[config.mk]
export PLATFORM = sky130hd
export DESIGN_NAME = spc_top
export DESIGN_NICKNAME = d
export VERILOG_FILES = /design/src/core/spc_pkg.sv /design/src/core/spc_sync.sv /design/src/core/spc_edge.sv /design/src/core/spc_top.sv
export SDC_FILE = /design/constraint.sdc
export NUM_CORES = 1
export LEC_CHECK = 0
export BUFFER_PORTS_ARGS = -buffer_cell sky130_fd_sc_hd__clkbuf_2
export CAP_MARGIN = 0
export CORE_ASPECT_RATIO = 1.2
export CORE_MARGIN = 4
export CORE_UTILIZATION = 60
export DETAILED_ROUTE_END_ITERATION = 16
export GPL_TIMING_DRIVEN = 1
export PLACE_DENSITY_LB_ADDON = 0.15
export REMOVE_ABC_BUFFERS = 1
export SLEW_MARGIN = 25
export SYNTH_ARGS = -nofsm -noshare
export SYNTH_HDL_FRONTEND = slang
export SYNTH_SLANG_ARGS = --single-unit
[constraint.sdc]
create_clock -name CLK_SYS_I -period 11.6 [get_ports CLK_SYS_I]
set_clock_uncertainty 0.05 [all_clocks]
set_input_delay 1.16 -clock CLK_SYS_I [delete_from_list [all_inputs] [get_ports CLK_SYS_I]]
set_output_delay 1.16 -clock CLK_SYS_I [all_outputs]
set_load 0.03 [all_outputs]
[src/core/spc_pkg.sv]
// Constants for the synchroniser pin control block.
// Assumes a 50 MHz system clock and a plain one-cycle register port.
package spc_pkg;
    // ------------------------------------------------------------
    // Timing
    // ------------------------------------------------------------
    localparam int CLK_KHZ       = 50000;
    localparam int RST_MIN_NS    = 300;
    localparam int RST_MIN_CYC   = (RST_MIN_NS * CLK_KHZ + 999999) / 1000000;
    localparam int FA_MIN_PW_NS  = 5;
    localparam int FA_MIN_PW_RAW = (FA_MIN_PW_NS * CLK_KHZ + 999999) / 1000000;
    localparam int FA_MIN_PW_CYC = (FA_MIN_PW_RAW < 1) ? 1 : FA_MIN_PW_RAW;
    localparam int ACT_WIN_US    = 1000;
    localparam int ACT_WIN_CYC   = ACT_WIN_US * (CLK_KHZ / 1000);
    // ------------------------------------------------------------
    // Register offsets
    // ------------------------------------------------------------
    localparam logic [7:0] OFS_CTRL   = 8'h00;
    localparam logic [7:0] OFS_REFSEL = 8'h04;
    localparam logic [7:0] OFS_TCLK   = 8'h08;
    localparam logic [7:0] OFS_PCLK   = 8'h0c;
    localparam logic [7:0] OFS_DCLK   = 8'h10;
    localparam logic [7:0] OFS_FPCFG  = 8'h14;
    localparam logic [7:0] OFS_STATUS = 8'h18;
    // ------------------------------------------------------------
    // Field positions
    // ------------------------------------------------------------
    localparam int CTRL_FREERUN = 0;
    localparam int CTRL_MODESRC = 1;
    localparam int CTRL_DIFFEN  = 2;
    localparam int CTRL_DIFFSRC = 3;
    localparam int REFSEL_AUTO  = 2;
    // ------------------------------------------------------------
    // Codes and reset values
    // ------------------------------------------------------------
    localparam logic [3:0]  CTRL_RST    = 4'h4;
    localparam logic [2:0]  REFSEL_RST  = 3'h4;
    localparam logic [2:0]  TCLK_77M76  = 3'h5;
    localparam logic [2:0]  TCLK_MAX    = 3'h5;
    localparam logic [13:0] PCLK_2M048  = 14'h0100;
    localparam logic [13:0] PCLK_MAX    = 14'h25f8;
    localparam logic [1:0]  DCLK_622M08 = 2'h2;
    localparam logic [1:0]  DCLK_MAX    = 2'h2;
    localparam logic [3:0]  FP_8K       = 4'h0;
    localparam logic [3:0]  FP_FREQ_MAX = 4'h3;
    localparam logic [15:0] FPCFG_RST   = 16'h0000;
    localparam logic [1:0]  REF_MAX     = 2'h2;
endpackage

[src/core/spc_sync.sv]
// Three-stage pin synchroniser with agreement filter.
// Assumes asynchronous pins; output changes when stages two and three agree.
module spc_sync #(
    parameter int           W       = 1,
    parameter logic [W-1:0] RST_VAL = '0
) (
    input  wire logic         clk_i,
    input  wire logic         rst_i,
    input  wire logic         ce_i,
    input  wire logic [W-1:0] d_i,
    output logic      [W-1:0] q_o
);
    logic [W-1:0] s1_reg;
    logic [W-1:0] s2_reg;
    logic [W-1:0] s3_reg;
    wire  [W-1:0] q_next = (s2_reg & s3_reg) | (q_o & (s2_reg | s3_reg));

    if (W < 1) begin : g_bad_width
        $error("spc_sync width must be positive");
    end

    always_ff @(posedge clk_i or posedge rst_i) begin
        if (rst_i) begin
            s1_reg <= RST_VAL;
            s2_reg <= RST_VAL;
            s3_reg <= RST_VAL;
            q_o    <= RST_VAL;
        end else if (ce_i) begin
            s1_reg <= d_i;
            s2_reg <= s1_reg;
            s3_reg <= s2_reg;
            q_o    <= q_next;
        end
    end
endmodule

[src/core/spc_edge.sv]
// Rising edge detector with per-input activity window.
// Assumes inputs already synchronised to the system clock.
module spc_edge #(
    parameter int W   = 3,
    parameter int WIN = 50000
) (
    input  wire logic         clk_i,
    input  wire logic         rst_i,
    input  wire logic         ce_i,
    input  wire logic [W-1:0] lvl_i,
    output logic      [W-1:0] rise_o,
    output logic      [W-1:0] active_o
);
    localparam int CW = $clog2(WIN + 1);
    localparam logic [CW-1:0] WIN_C = CW'(WIN);

    logic [W-1:0] prev_reg;
    wire  [W-1:0] rise_next = lvl_i & ~prev_reg;

    if (W < 1 || WIN < 1) begin : g_bad_param
        $error("spc_edge needs positive width and window");
    end

    always_ff @(posedge clk_i or posedge rst_i) begin
        if (rst_i) begin
            prev_reg <= '0;
            rise_o   <= '0;
        end else if (ce_i) begin
            prev_reg <= lvl_i;
            rise_o   <= rise_next;
        end
    end

    // Activity timers reload on each edge
    for (genvar i = 0; i < W; i++) begin : g_act
        logic [CW-1:0] cnt_reg;
        always_ff @(posedge clk_i or posedge rst_i) begin
            if (rst_i) begin
                cnt_reg     <= '0;
                active_o[i] <= 1'b0;
            end else if (ce_i) begin
                cnt_reg     <= rise_next[i] ? WIN_C : (cnt_reg != '0 ? cnt_reg - 1'b1 : cnt_reg);
                active_o[i] <= rise_next[i] || (cnt_reg > 1);
            end
        end
    end
endmodule

[src/core/spc_top.sv]
// Pin control and default configuration of the line-card synchroniser.
// Assumes pins are asynchronous; register port is on the system clock.
module spc_top #(
    parameter int ACT_WIN = spc_pkg::ACT_WIN_CYC
) (
    input  wire logic        CLK_SYS_I,
    input  wire logic        RST_I,
    input  wire logic        CE_I,
    input  wire logic        RESET_N_I,
    input  wire logic        MODE_SEL_I,
    input  wire logic        DIFF_EN_I,
    input  wire logic        REFERENCE_INPUT_A_I,
    input  wire logic        REFERENCE_INPUT_B_I,
    input  wire logic        REFERENCE_INPUT_C_I,
    input  wire logic        FRAME_ALIGN_IN_A_I,
    input  wire logic        FRAME_ALIGN_IN_B_I,
    input  wire logic        FRAME_ALIGN_IN_C_I,
    input  wire logic [7:0]  ADDR_I,
    input  wire logic [31:0] WDATA_I,
    input  wire logic        WR_I,
    input  wire logic        RD_I,
    output logic      [31:0] RDATA_O,
    output logic             MODE_FREERUN_O,
    output logic             DIFF_DRV_EN_O,
    output logic      [1:0]  REF_SEL_O,
    output logic             FRAME_ALIGN_O,
    output logic      [2:0]  TCLK_CODE_O,
    output logic      [13:0] PCLK_MULT_O,
    output logic      [1:0]  DCLK_CODE_O,
    output logic      [7:0]  TELECOM_FRAME_PULSE_OUT_CFG_O,
    output logic      [7:0]  PROG_FRAME_PULSE_OUT_CFG_O
);
    // ------------------------------------------------------------
    // Pin synchronisers
    // ------------------------------------------------------------
    logic [2:0] ctl_s;
    logic [5:0] sig_s;
    logic [2:0] ref_act;
    logic [2:0] fa_rise;

    spc_sync #(.W(3), .RST_VAL(3'h6)) u_ctl_sync (
        .clk_i (CLK_SYS_I),
        .rst_i (RST_I),
        .ce_i  (CE_I),
        .d_i   ({MODE_SEL_I, DIFF_EN_I, RESET_N_I}),
        .q_o   (ctl_s)
    );

    spc_sync #(.W(6), .RST_VAL(6'h00)) u_sig_sync (
        .clk_i (CLK_SYS_I),
        .rst_i (RST_I),
        .ce_i  (CE_I),
        .d_i   ({FRAME_ALIGN_IN_C_I, FRAME_ALIGN_IN_B_I, FRAME_ALIGN_IN_A_I,
                 REFERENCE_INPUT_C_I, REFERENCE_INPUT_B_I, REFERENCE_INPUT_A_I}),
        .q_o   (sig_s)
    );

    spc_edge #(.W(3), .WIN(ACT_WIN)) u_ref_edge (
        .clk_i    (CLK_SYS_I),
        .rst_i    (RST_I),
        .ce_i     (CE_I),
        .lvl_i    (sig_s[2:0]),
        .rise_o   (),
        .active_o (ref_act)
    );

    // Edge of each align input, at least one cycle wide once filtered
    spc_edge #(.W(3), .WIN(spc_pkg::FA_MIN_PW_CYC)) u_fa_edge (
        .clk_i    (CLK_SYS_I),
        .rst_i    (RST_I),
        .ce_i     (CE_I),
        .lvl_i    (sig_s[5:3]),
        .rise_o   (fa_rise),
        .active_o ()
    );

    if (ACT_WIN < 2) begin : g_bad_win
        $error("spc_top activity window too short");
    end

    // ------------------------------------------------------------
    // Decode
    // ------------------------------------------------------------
    wire in_reset = ~ctl_s[0];
    wire diff_pin = ctl_s[1];
    wire mode_pin = ctl_s[2];
    wire wr_ok    = WR_I && !in_reset;
    wire wr_ctrl  = wr_ok && ADDR_I == spc_pkg::OFS_CTRL;
    wire wr_ref   = wr_ok && ADDR_I == spc_pkg::OFS_REFSEL;
    wire wr_tclk  = wr_ok && ADDR_I == spc_pkg::OFS_TCLK;
    wire wr_pclk  = wr_ok && ADDR_I == spc_pkg::OFS_PCLK;
    wire wr_dclk  = wr_ok && ADDR_I == spc_pkg::OFS_DCLK;
    wire wr_fp    = wr_ok && ADDR_I == spc_pkg::OFS_FPCFG;

    function automatic logic fp_ok(input logic [7:0] c);
        fp_ok = c[3:0] <= spc_pkg::FP_FREQ_MAX;
    endfunction

    function automatic logic [1:0] first_act(input logic [2:0] a, input logic [1:0] d);
        first_act = a[0] ? 2'h0 : a[1] ? 2'h1 : a[2] ? 2'h2 : d;
    endfunction

    // ------------------------------------------------------------
    // Registers
    // ------------------------------------------------------------
    logic [3:0]  ctrl_reg;
    logic [2:0]  refsel_reg;
    logic        strap_reg;

    wire [3:0] ctrl_next =
        in_reset ? {spc_pkg::CTRL_RST[3:1], ~mode_pin} :
        wr_ctrl  ? WDATA_I[3:0] : ctrl_reg;
    wire [2:0] refsel_next =
        in_reset ? spc_pkg::REFSEL_RST :
        (wr_ref && WDATA_I[1:0] <= spc_pkg::REF_MAX) ? WDATA_I[2:0] : refsel_reg;
    wire [2:0] tclk_next =
        in_reset ? spc_pkg::TCLK_77M76 :
        (wr_tclk && WDATA_I[2:0] <= spc_pkg::TCLK_MAX) ? WDATA_I[2:0] : TCLK_CODE_O;
    wire [13:0] pclk_next =
        in_reset ? spc_pkg::PCLK_2M048 :
        (wr_pclk && WDATA_I[13:0] <= spc_pkg::PCLK_MAX) ? WDATA_I[13:0] : PCLK_MULT_O;
    wire [1:0] dclk_next =
        in_reset ? spc_pkg::DCLK_622M08 :
        (wr_dclk && WDATA_I[1:0] <= spc_pkg::DCLK_MAX) ? WDATA_I[1:0] : DCLK_CODE_O;
    wire [15:0] fp_cur = {PROG_FRAME_PULSE_OUT_CFG_O, TELECOM_FRAME_PULSE_OUT_CFG_O};
    wire [15:0] fp_next =
        in_reset ? spc_pkg::FPCFG_RST :
        (wr_fp && fp_ok(WDATA_I[7:0]) && fp_ok(WDATA_I[15:8])) ? WDATA_I[15:0] : fp_cur;

    // Operating mode and driver enable, pin high means normal mode
    wire mode_next =
        ctrl_next[spc_pkg::CTRL_MODESRC] ? ctrl_next[spc_pkg::CTRL_FREERUN] :
        ~mode_pin;
    wire diff_next =
        ctrl_next[spc_pkg::CTRL_DIFFSRC] ? ctrl_next[spc_pkg::CTRL_DIFFEN] :
        diff_pin;
    wire [1:0] sel_next =
        refsel_next[spc_pkg::REFSEL_AUTO] ? first_act(ref_act, REF_SEL_O) :
        refsel_next[1:0];
    wire fa_next  = fa_rise[REF_SEL_O];

    // ------------------------------------------------------------
    // Read back
    // ------------------------------------------------------------
    wire [31:0] status = {24'h0, strap_reg, fa_rise, ref_act, in_reset};
    wire [31:0] rd_next =
        !RD_I                          ? 32'h0 :
        ADDR_I == spc_pkg::OFS_CTRL    ? {28'h0, ctrl_reg} :
        ADDR_I == spc_pkg::OFS_REFSEL  ? {29'h0, refsel_reg} :
        ADDR_I == spc_pkg::OFS_TCLK    ? {29'h0, TCLK_CODE_O} :
        ADDR_I == spc_pkg::OFS_PCLK    ? {18'h0, PCLK_MULT_O} :
        ADDR_I == spc_pkg::OFS_DCLK    ? {30'h0, DCLK_CODE_O} :
        ADDR_I == spc_pkg::OFS_FPCFG   ? {16'h0, fp_cur} :
        ADDR_I == spc_pkg::OFS_STATUS  ? status : 32'h0;

    // ------------------------------------------------------------
    // State and outputs
    // ------------------------------------------------------------
    always_ff @(posedge CLK_SYS_I or posedge RST_I) begin
        if (RST_I) begin
            ctrl_reg   <= spc_pkg::CTRL_RST;
            refsel_reg <= spc_pkg::REFSEL_RST;
            strap_reg  <= 1'b0;
        end else if (CE_I) begin
            ctrl_reg   <= ctrl_next;
            refsel_reg <= refsel_next;
            strap_reg  <= in_reset ? ~mode_pin : strap_reg;
        end
    end

    always_ff @(posedge CLK_SYS_I or posedge RST_I) begin
        if (RST_I) begin
            TCLK_CODE_O <= spc_pkg::TCLK_77M76;
            PCLK_MULT_O <= spc_pkg::PCLK_2M048;
            DCLK_CODE_O <= spc_pkg::DCLK_622M08;
            {PROG_FRAME_PULSE_OUT_CFG_O, TELECOM_FRAME_PULSE_OUT_CFG_O} <= spc_pkg::FPCFG_RST;
        end else if (CE_I) begin
            TCLK_CODE_O <= tclk_next;
            PCLK_MULT_O <= pclk_next;
            DCLK_CODE_O <= dclk_next;
            {PROG_FRAME_PULSE_OUT_CFG_O, TELECOM_FRAME_PULSE_OUT_CFG_O} <= fp_next;
        end
    end

    always_ff @(posedge CLK_SYS_I or posedge RST_I) begin
        if (RST_I) begin
            MODE_FREERUN_O <= 1'b0;
            DIFF_DRV_EN_O  <= 1'b1;
            REF_SEL_O      <= 2'h0;
            FRAME_ALIGN_O  <= 1'b0;
            RDATA_O        <= 32'h0;
        end else if (CE_I) begin
            MODE_FREERUN_O <= mode_next;
            DIFF_DRV_EN_O  <= diff_next;
            REF_SEL_O      <= sel_next;
            FRAME_ALIGN_O  <= fa_next;
            RDATA_O        <= rd_next;
        end
    end
endmodule

== After elaboration in Yosys (flattened, before gate mapping) ==
Cells that the tools add are included.
Word-level totals
  bits in registers: 176
  input port bits: 54
  output and inout port bits: 72
  word-level logic and storage cells: 133
Operators by class
  $add $sub $neg: 3
  order comparisons: 9
  equal/unequal tests: 11
  mux-type cells: 34
  bitwise logic cells: 14
  reductions and logical operators: 32
Operator list (number)
  $mux W16: 15
  $gt A16 B1 Y1 const B: 3
  $reduce_bool A16 Y1: 3
  $sub A16 B1 Y16 const B: 3
  $mux W14: 2
  $eq A8 B5 Y1 const B: 3
  $reduce_and A2 Y1: 9
  $eq A8 B4 Y1 const B: 2
  $le A14 B14 Y1 const B: 1
  $logic_and A1 B1 Y1: 13
  $and A3 B3 Y3: 4
  $and A6 B6 Y6: 2
  $mux W2: 6
  $mux W3: 4
  $or A6 B6 Y6: 2
  $eq A8 B3 Y1 const B: 1
  $le A4 B2 Y1 const B: 2
  $logic_not A8 Y1: 1
  $mux W4: 2
  $mux W8: 1
  $ne A2 B2 Y1 const B: 4
  $not A3 Y3: 2
  $or A3 B3 Y3: 2
  $reduce_bool A2 Y1: 3
  8 further kinds: 13

== Logic depth before layout (Yosys ltp) ==
  word-level depth: 9
  mapped depth: 8
  depth with buffers taken out: 7

== By module ==
A second synthesis with hierarchy kept.
Unflattened totals
  cells, all modules: 850
  area, all modules: 8805.9 um^2
By module, submodules not included
  spc_top: times used 1, cells each 370, area each 3723.6 um^2, seq. area each 1610.3 um^2
  spc_edge at u_ref_edge: times used 1, cells each 355, area each 3310.7 um^2, seq. area each 1426.4 um^2
  spc_sync at u_sig_sync: times used 1, cells each 64, area each 972.2 um^2, seq. area each 600.6 um^2
  spc_sync at u_ctl_sync: times used 1, cells each 37, area each 526.8 um^2, seq. area each 310.3 um^2
  spc_edge at u_fa_edge: times used 1, cells each 24, area each 272.8 um^2, seq. area each 150.1 um^2

== Worst setup path after synthesis ==
OpenSTA, ideal clock, no wires.
  kind: input to register
  start: input port ADDR_I[5]
  end: register PCLK_MULT_O[2]
  library setup time: 0.142 ns
  data arrival time: 2.631 ns
  data required time: 11.408 ns
  setup slack: 8.776 ns
  stages: 6
  buffers on the path: 1
  cells stage by stage: or4_4 -> nor4_4 -> nand4_2 -> buf_2 -> nand3_1 -> o221ai_1
Between the ends
  longest elaborated chain between the ends: 5
Ends and longest elaborated chain
  start: declaration: line spc_top.sv:18  | input wire logic [7:0] ADDR_I,
  $eq A8 B4 Y1: line spc_top.sv:91  | wire wr_pclk = wr_ok && ADDR_I == spc_pkg::OFS_PCLK;
  $logic_and A1 B1 Y1: line spc_top.sv:91
  $logic_and A1 B1 Y1: line spc_top.sv:121  | (wr_pclk && WDATA_I[13:0] <= spc_pkg::PCLK_MAX) ? WDATA_I[13:0] : PCLK_MULT_O;
  $ne A2 B2 Y1 (no line)
  $reduce_and A2 Y1 (no line)
  end signal: assignment: line spc_top.sv:174  | PCLK_MULT_O <= spc_pkg::PCLK_2M048;
  end signal: assignment: line spc_top.sv:179  | PCLK_MULT_O <= pclk_next;
  end: declaration: line spc_top.sv:28  | output logic [13:0] PCLK_MULT_O,
Every way passes these cells.
A chain may end at the register's enable or synchronous reset.

== Worst setup path in the final report ==
  start: input port CE_I
  end: register TCLK_CODE_O[1]
Between the ends
  longest elaborated chain between the ends: 1
Ends and longest elaborated chain
  start: declaration: line spc_top.sv:8  | input wire logic CE_I,
  $reduce_and A2 Y1 (no line)
  end signal: assignment: line spc_top.sv:173  | TCLK_CODE_O <= spc_pkg::TCLK_77M76;
  end signal: assignment: line spc_top.sv:178  | TCLK_CODE_O <= tclk_next;
  end: declaration: line spc_top.sv:27  | output logic [2:0] TCLK_CODE_O,
Every way passes these cells.

==> results.toml <==
[critical_path]
setup.worst_path.start_class = "input pin"
startpoint = "CE_I"
endpoint = "TCLK_CODE_O[1]"
r2r_cells = 5
worstPathMaxFanout = 70
path_common_cell = "buf_4"
end_kind = "flop"
cp_slowest_stage_delay_ns = 0.76
rrSetupSlack_ns = 9.17
r2r_end = "u_ref_edge.g_act[2].cnt_reg[4]"
cp_slowest_cell = "or4_1"
crit_type = "in -> reg"
crit_arrival_ns = 3.96
r2r_start = "u_ref_edge.g_act[2].cnt_reg[10]"
required_ns = 11.84
crit_chain = "buf_4, buf_4, inv_2, or4_1, mux2i_1, o2bb2ai_1"

[clock_network]
ctsHoldBuffers = 0
cts_max_path_buffers = 2
clkTransAtPathRegs_ns = 0.06
cts_root_buffer = "clkbuf_16"
htreeDepth = 4
post_cts_resize_count = 0
clk_latency_ns = 0.42
cts_buffers = 17
post_cts_buffers = 0
clkSinkCount = 160
tritoncts = "done"

[grt]
grt_pass1_wl_mm = 32.4
grt_max_degree = 84
grt_usage = 0.255
grt_pass1_vias = 6621
antenna_found_initial = 0
gr-total-overflow = 0

[route]
firstDrtPassIters = 5
drt_wl_total_mm = 19.8
avgRoutedWirePerCell_um = 18.3
drtIter0Drc = 679
via_per_inst = 6.22
drt.antenna.violating_nets = 0
num_vias = 6731
drc = 0

[logic_synthesis]
synth.distinct_cells = 76
postSynthCellCount = 834
synth_top_area_cell = "dfrtp_1"
yosysWarnings = 0
async_flop_share = 1.00
synth_seq_cells = 160
synth_edf_count = 0
ys.flop_type = "dfrtp_1"
synthTopCellsByArea = "dfrtp_1 44%, dfstp_2 4.8%, o21ai_0 3.5%"
yosysSeqAreaShare = 0.489
avgSynthCellArea_sq_um = 9.86
synth_top_cell_area_share = 0.441
synth_area_sq_mm = 0.00822

[floorplan]
dieArea_sq_mm = 0.0157
io_pins = 126
initial_core_util = 0.616
rows = 46
chipWidth_um = 115
fp.dieH_um = 136
fp.coreArea_sq_mm = 0.0134

[run_status]
outcome = "finished, final reports clean"

[timing]
slew_headroom = 0.394
period_needed_ns = 3.71
rsz0062_at_grt = "no"
fmax_mhz = 269
setup_viol = 0
finalHoldViolCount = 0
fin_ws_ns = 7.89
fin_crit_sh = 0.320
fin_setup_tns_ns = 0
final_max_slew_viol_count = 0
tightestPinTransition_ns = 0.901

[placed_design]
port_buffers = 93
dp_slack_ns = 7.45
dpl.hpwl_mm = 13.5
post_dp_cell_area_sq_mm = 0.00868
globalplace.congestion = 0.874

[power]
ir_drop_uv = 123
power.leakage_nw = 3.99
powerDensity_mw_per_mm2 = 180
totalPowerFinal_mw = 1.67

[layout]
largest_register_ffs = 48
diodes = 0
design_area_sq_mm = 0.00929
finish.utilization = 0.696
syn_to_final_growth_pct = 12.9
nNetsFinal = 965
nFillCells = 1027
drive_above_1_share = 0.216

[run]
drv_cap = 0

[min_path]
hp-class = "reg -> reg"
[power breakdown]
group | switching (mW) | leakage [nW] | internal, mW | total [mW]
clock | 0.216 | 0.302 | 0.353 | 0.570
combinational | 0.229 | 1.71 | 0.132 | 0.361
sequential | 0.0889 | 1.98 | 0.653 | 0.742
[kinds of logic after synthesis]
group	synth area share
AND/OR/NAND/NOR	0.190
AO/OA/AOI/OAI	0.177
flip-flops	0.489
buffers and inverters	0.0580
multiplexers	0.0467
XOR/XNOR	0.0245
adder cells (fa/ha/maj)	0.0137
other	0.000456
[Yosys cell counts (5+ instances only)]
master,number
dfrtp_1,145
nand2_1,73
nor2_1,57
o21ai_0,57
inv_1,43
a21oi_1,33
clkbuf_1,30
nand3_1,27
mux2_2,25
nor3_1,18
nor4_1,17
buf_4,16
a22o_1,15
dfstp_2,15
a22oi_1,14
o221ai_1,14
xor2_1,13
nand4_1,12
buf_1,11
nand2b_1,10
or4_1,10
xnor2_1,10
ha_1,9
o22ai_1,9
a211oi_1,8
and2_1,8
mux2i_1,8
nor2b_1,8
o2bb2ai_1,8
o31ai_1,8
or3_1,7
o21a_1,6
a31oi_1,5
nor3b_1,5
o211ai_1,5
o21ai_1,5
or2_2,5
[layout make-up]
type | count | area [sq um] | share of cell area
clock inverter | 11 | 136 | 0.0147
multi-input combinational | 583 | 3780 | 0.407
clock buffer | 21 | 470 | 0.0506
timing repair buffer | 96 | 494 | 0.0532
sequential | 160 | 4020 | 0.433
tap | 168 | 210 | 0.0226
inverter | 44 | 170 | 0.0183
[layout by cell type, fill, tap and decap left out, drive strengths merged, types with 5 or more instances in the layout]
| master | instances |
|---|---|
| o21ai | 63 |
| a21oi | 33 |
| a211oi | 8 |
| nor2 | 58 |
| nor2b | 8 |
| o2bb2ai | 8 |
| a31oi | 5 |
| nand2b | 10 |
| conb | 16 |
| clkinv | 7 |
| nand3 | 27 |
| o31ai | 8 |
| a22oi | 14 |
| dfstp | 15 |
| or4 | 12 |
| o221ai | 14 |
| o22ai | 9 |
| or3 | 8 |
| xor2 | 13 |
| mux2 | 25 |
| nand4 | 13 |
| nor3b | 5 |
| and2 | 9 |
| nor4 | 22 |
| inv | 44 |
| nor3 | 19 |
| nand2 | 75 |
| clkbuf | 113 |
| xnor2 | 10 |
| dfrtp | 145 |
| or2 | 5 |
| ha | 9 |
| mux2i | 8 |
| o211ai | 5 |
| a22o | 15 |
| o21a | 6 |
[worst min-delay path by stage]
stage               cells past startpoint                   from             endpoint  slack [ns]
floorplan                               1  u_fa_edge.prev_reg[2]  u_fa_edge.rise_o[2]        0.37
CTS                                     1  u_fa_edge.prev_reg[2]  u_fa_edge.rise_o[2]        0.43
global route                            1  u_fa_edge.prev_reg[2]  u_fa_edge.rise_o[2]        0.44
finish                                  1  u_fa_edge.prev_reg[2]  u_fa_edge.rise_o[2]        0.42
detailed placement                      1  u_fa_edge.prev_reg[2]  u_fa_edge.rise_o[2]        0.40
global placement                        1  u_fa_edge.prev_reg[2]  u_fa_edge.rise_o[2]        0.38
[worst max-delay path: cells and delay by family]
family	cells	cell delay, ns
AOI/OAI and AO/OA	1	0.08
and+or+nand+nor	1	0.76
buffers and inverters	3	1.71
muxes	1	0.19
[per-stage QoR]
step / hold slack, ns / instances
after floorplan: 0.375 / 787
after global placement: 0.382 / 1051
after detailed placement: 0.396 / 1051
after CTS: 0.427 / 1083
after global routing: 0.436 / 1083
final: 0.424 / 1083
[metal layers]
metal | vias to the layer above | global-route usage | wire length, um
li1 | 3132 | - | -
met1 | 3319 | 0.333 | 8120
met2 | 245 | 0.423 | 9920
met3 | 35 | 0.0592 | 1370
met4 | 0 | 0.0809 | 369
met5 | - | 0 | 0
Note: power is estimated with default switching activity, not from simulation.
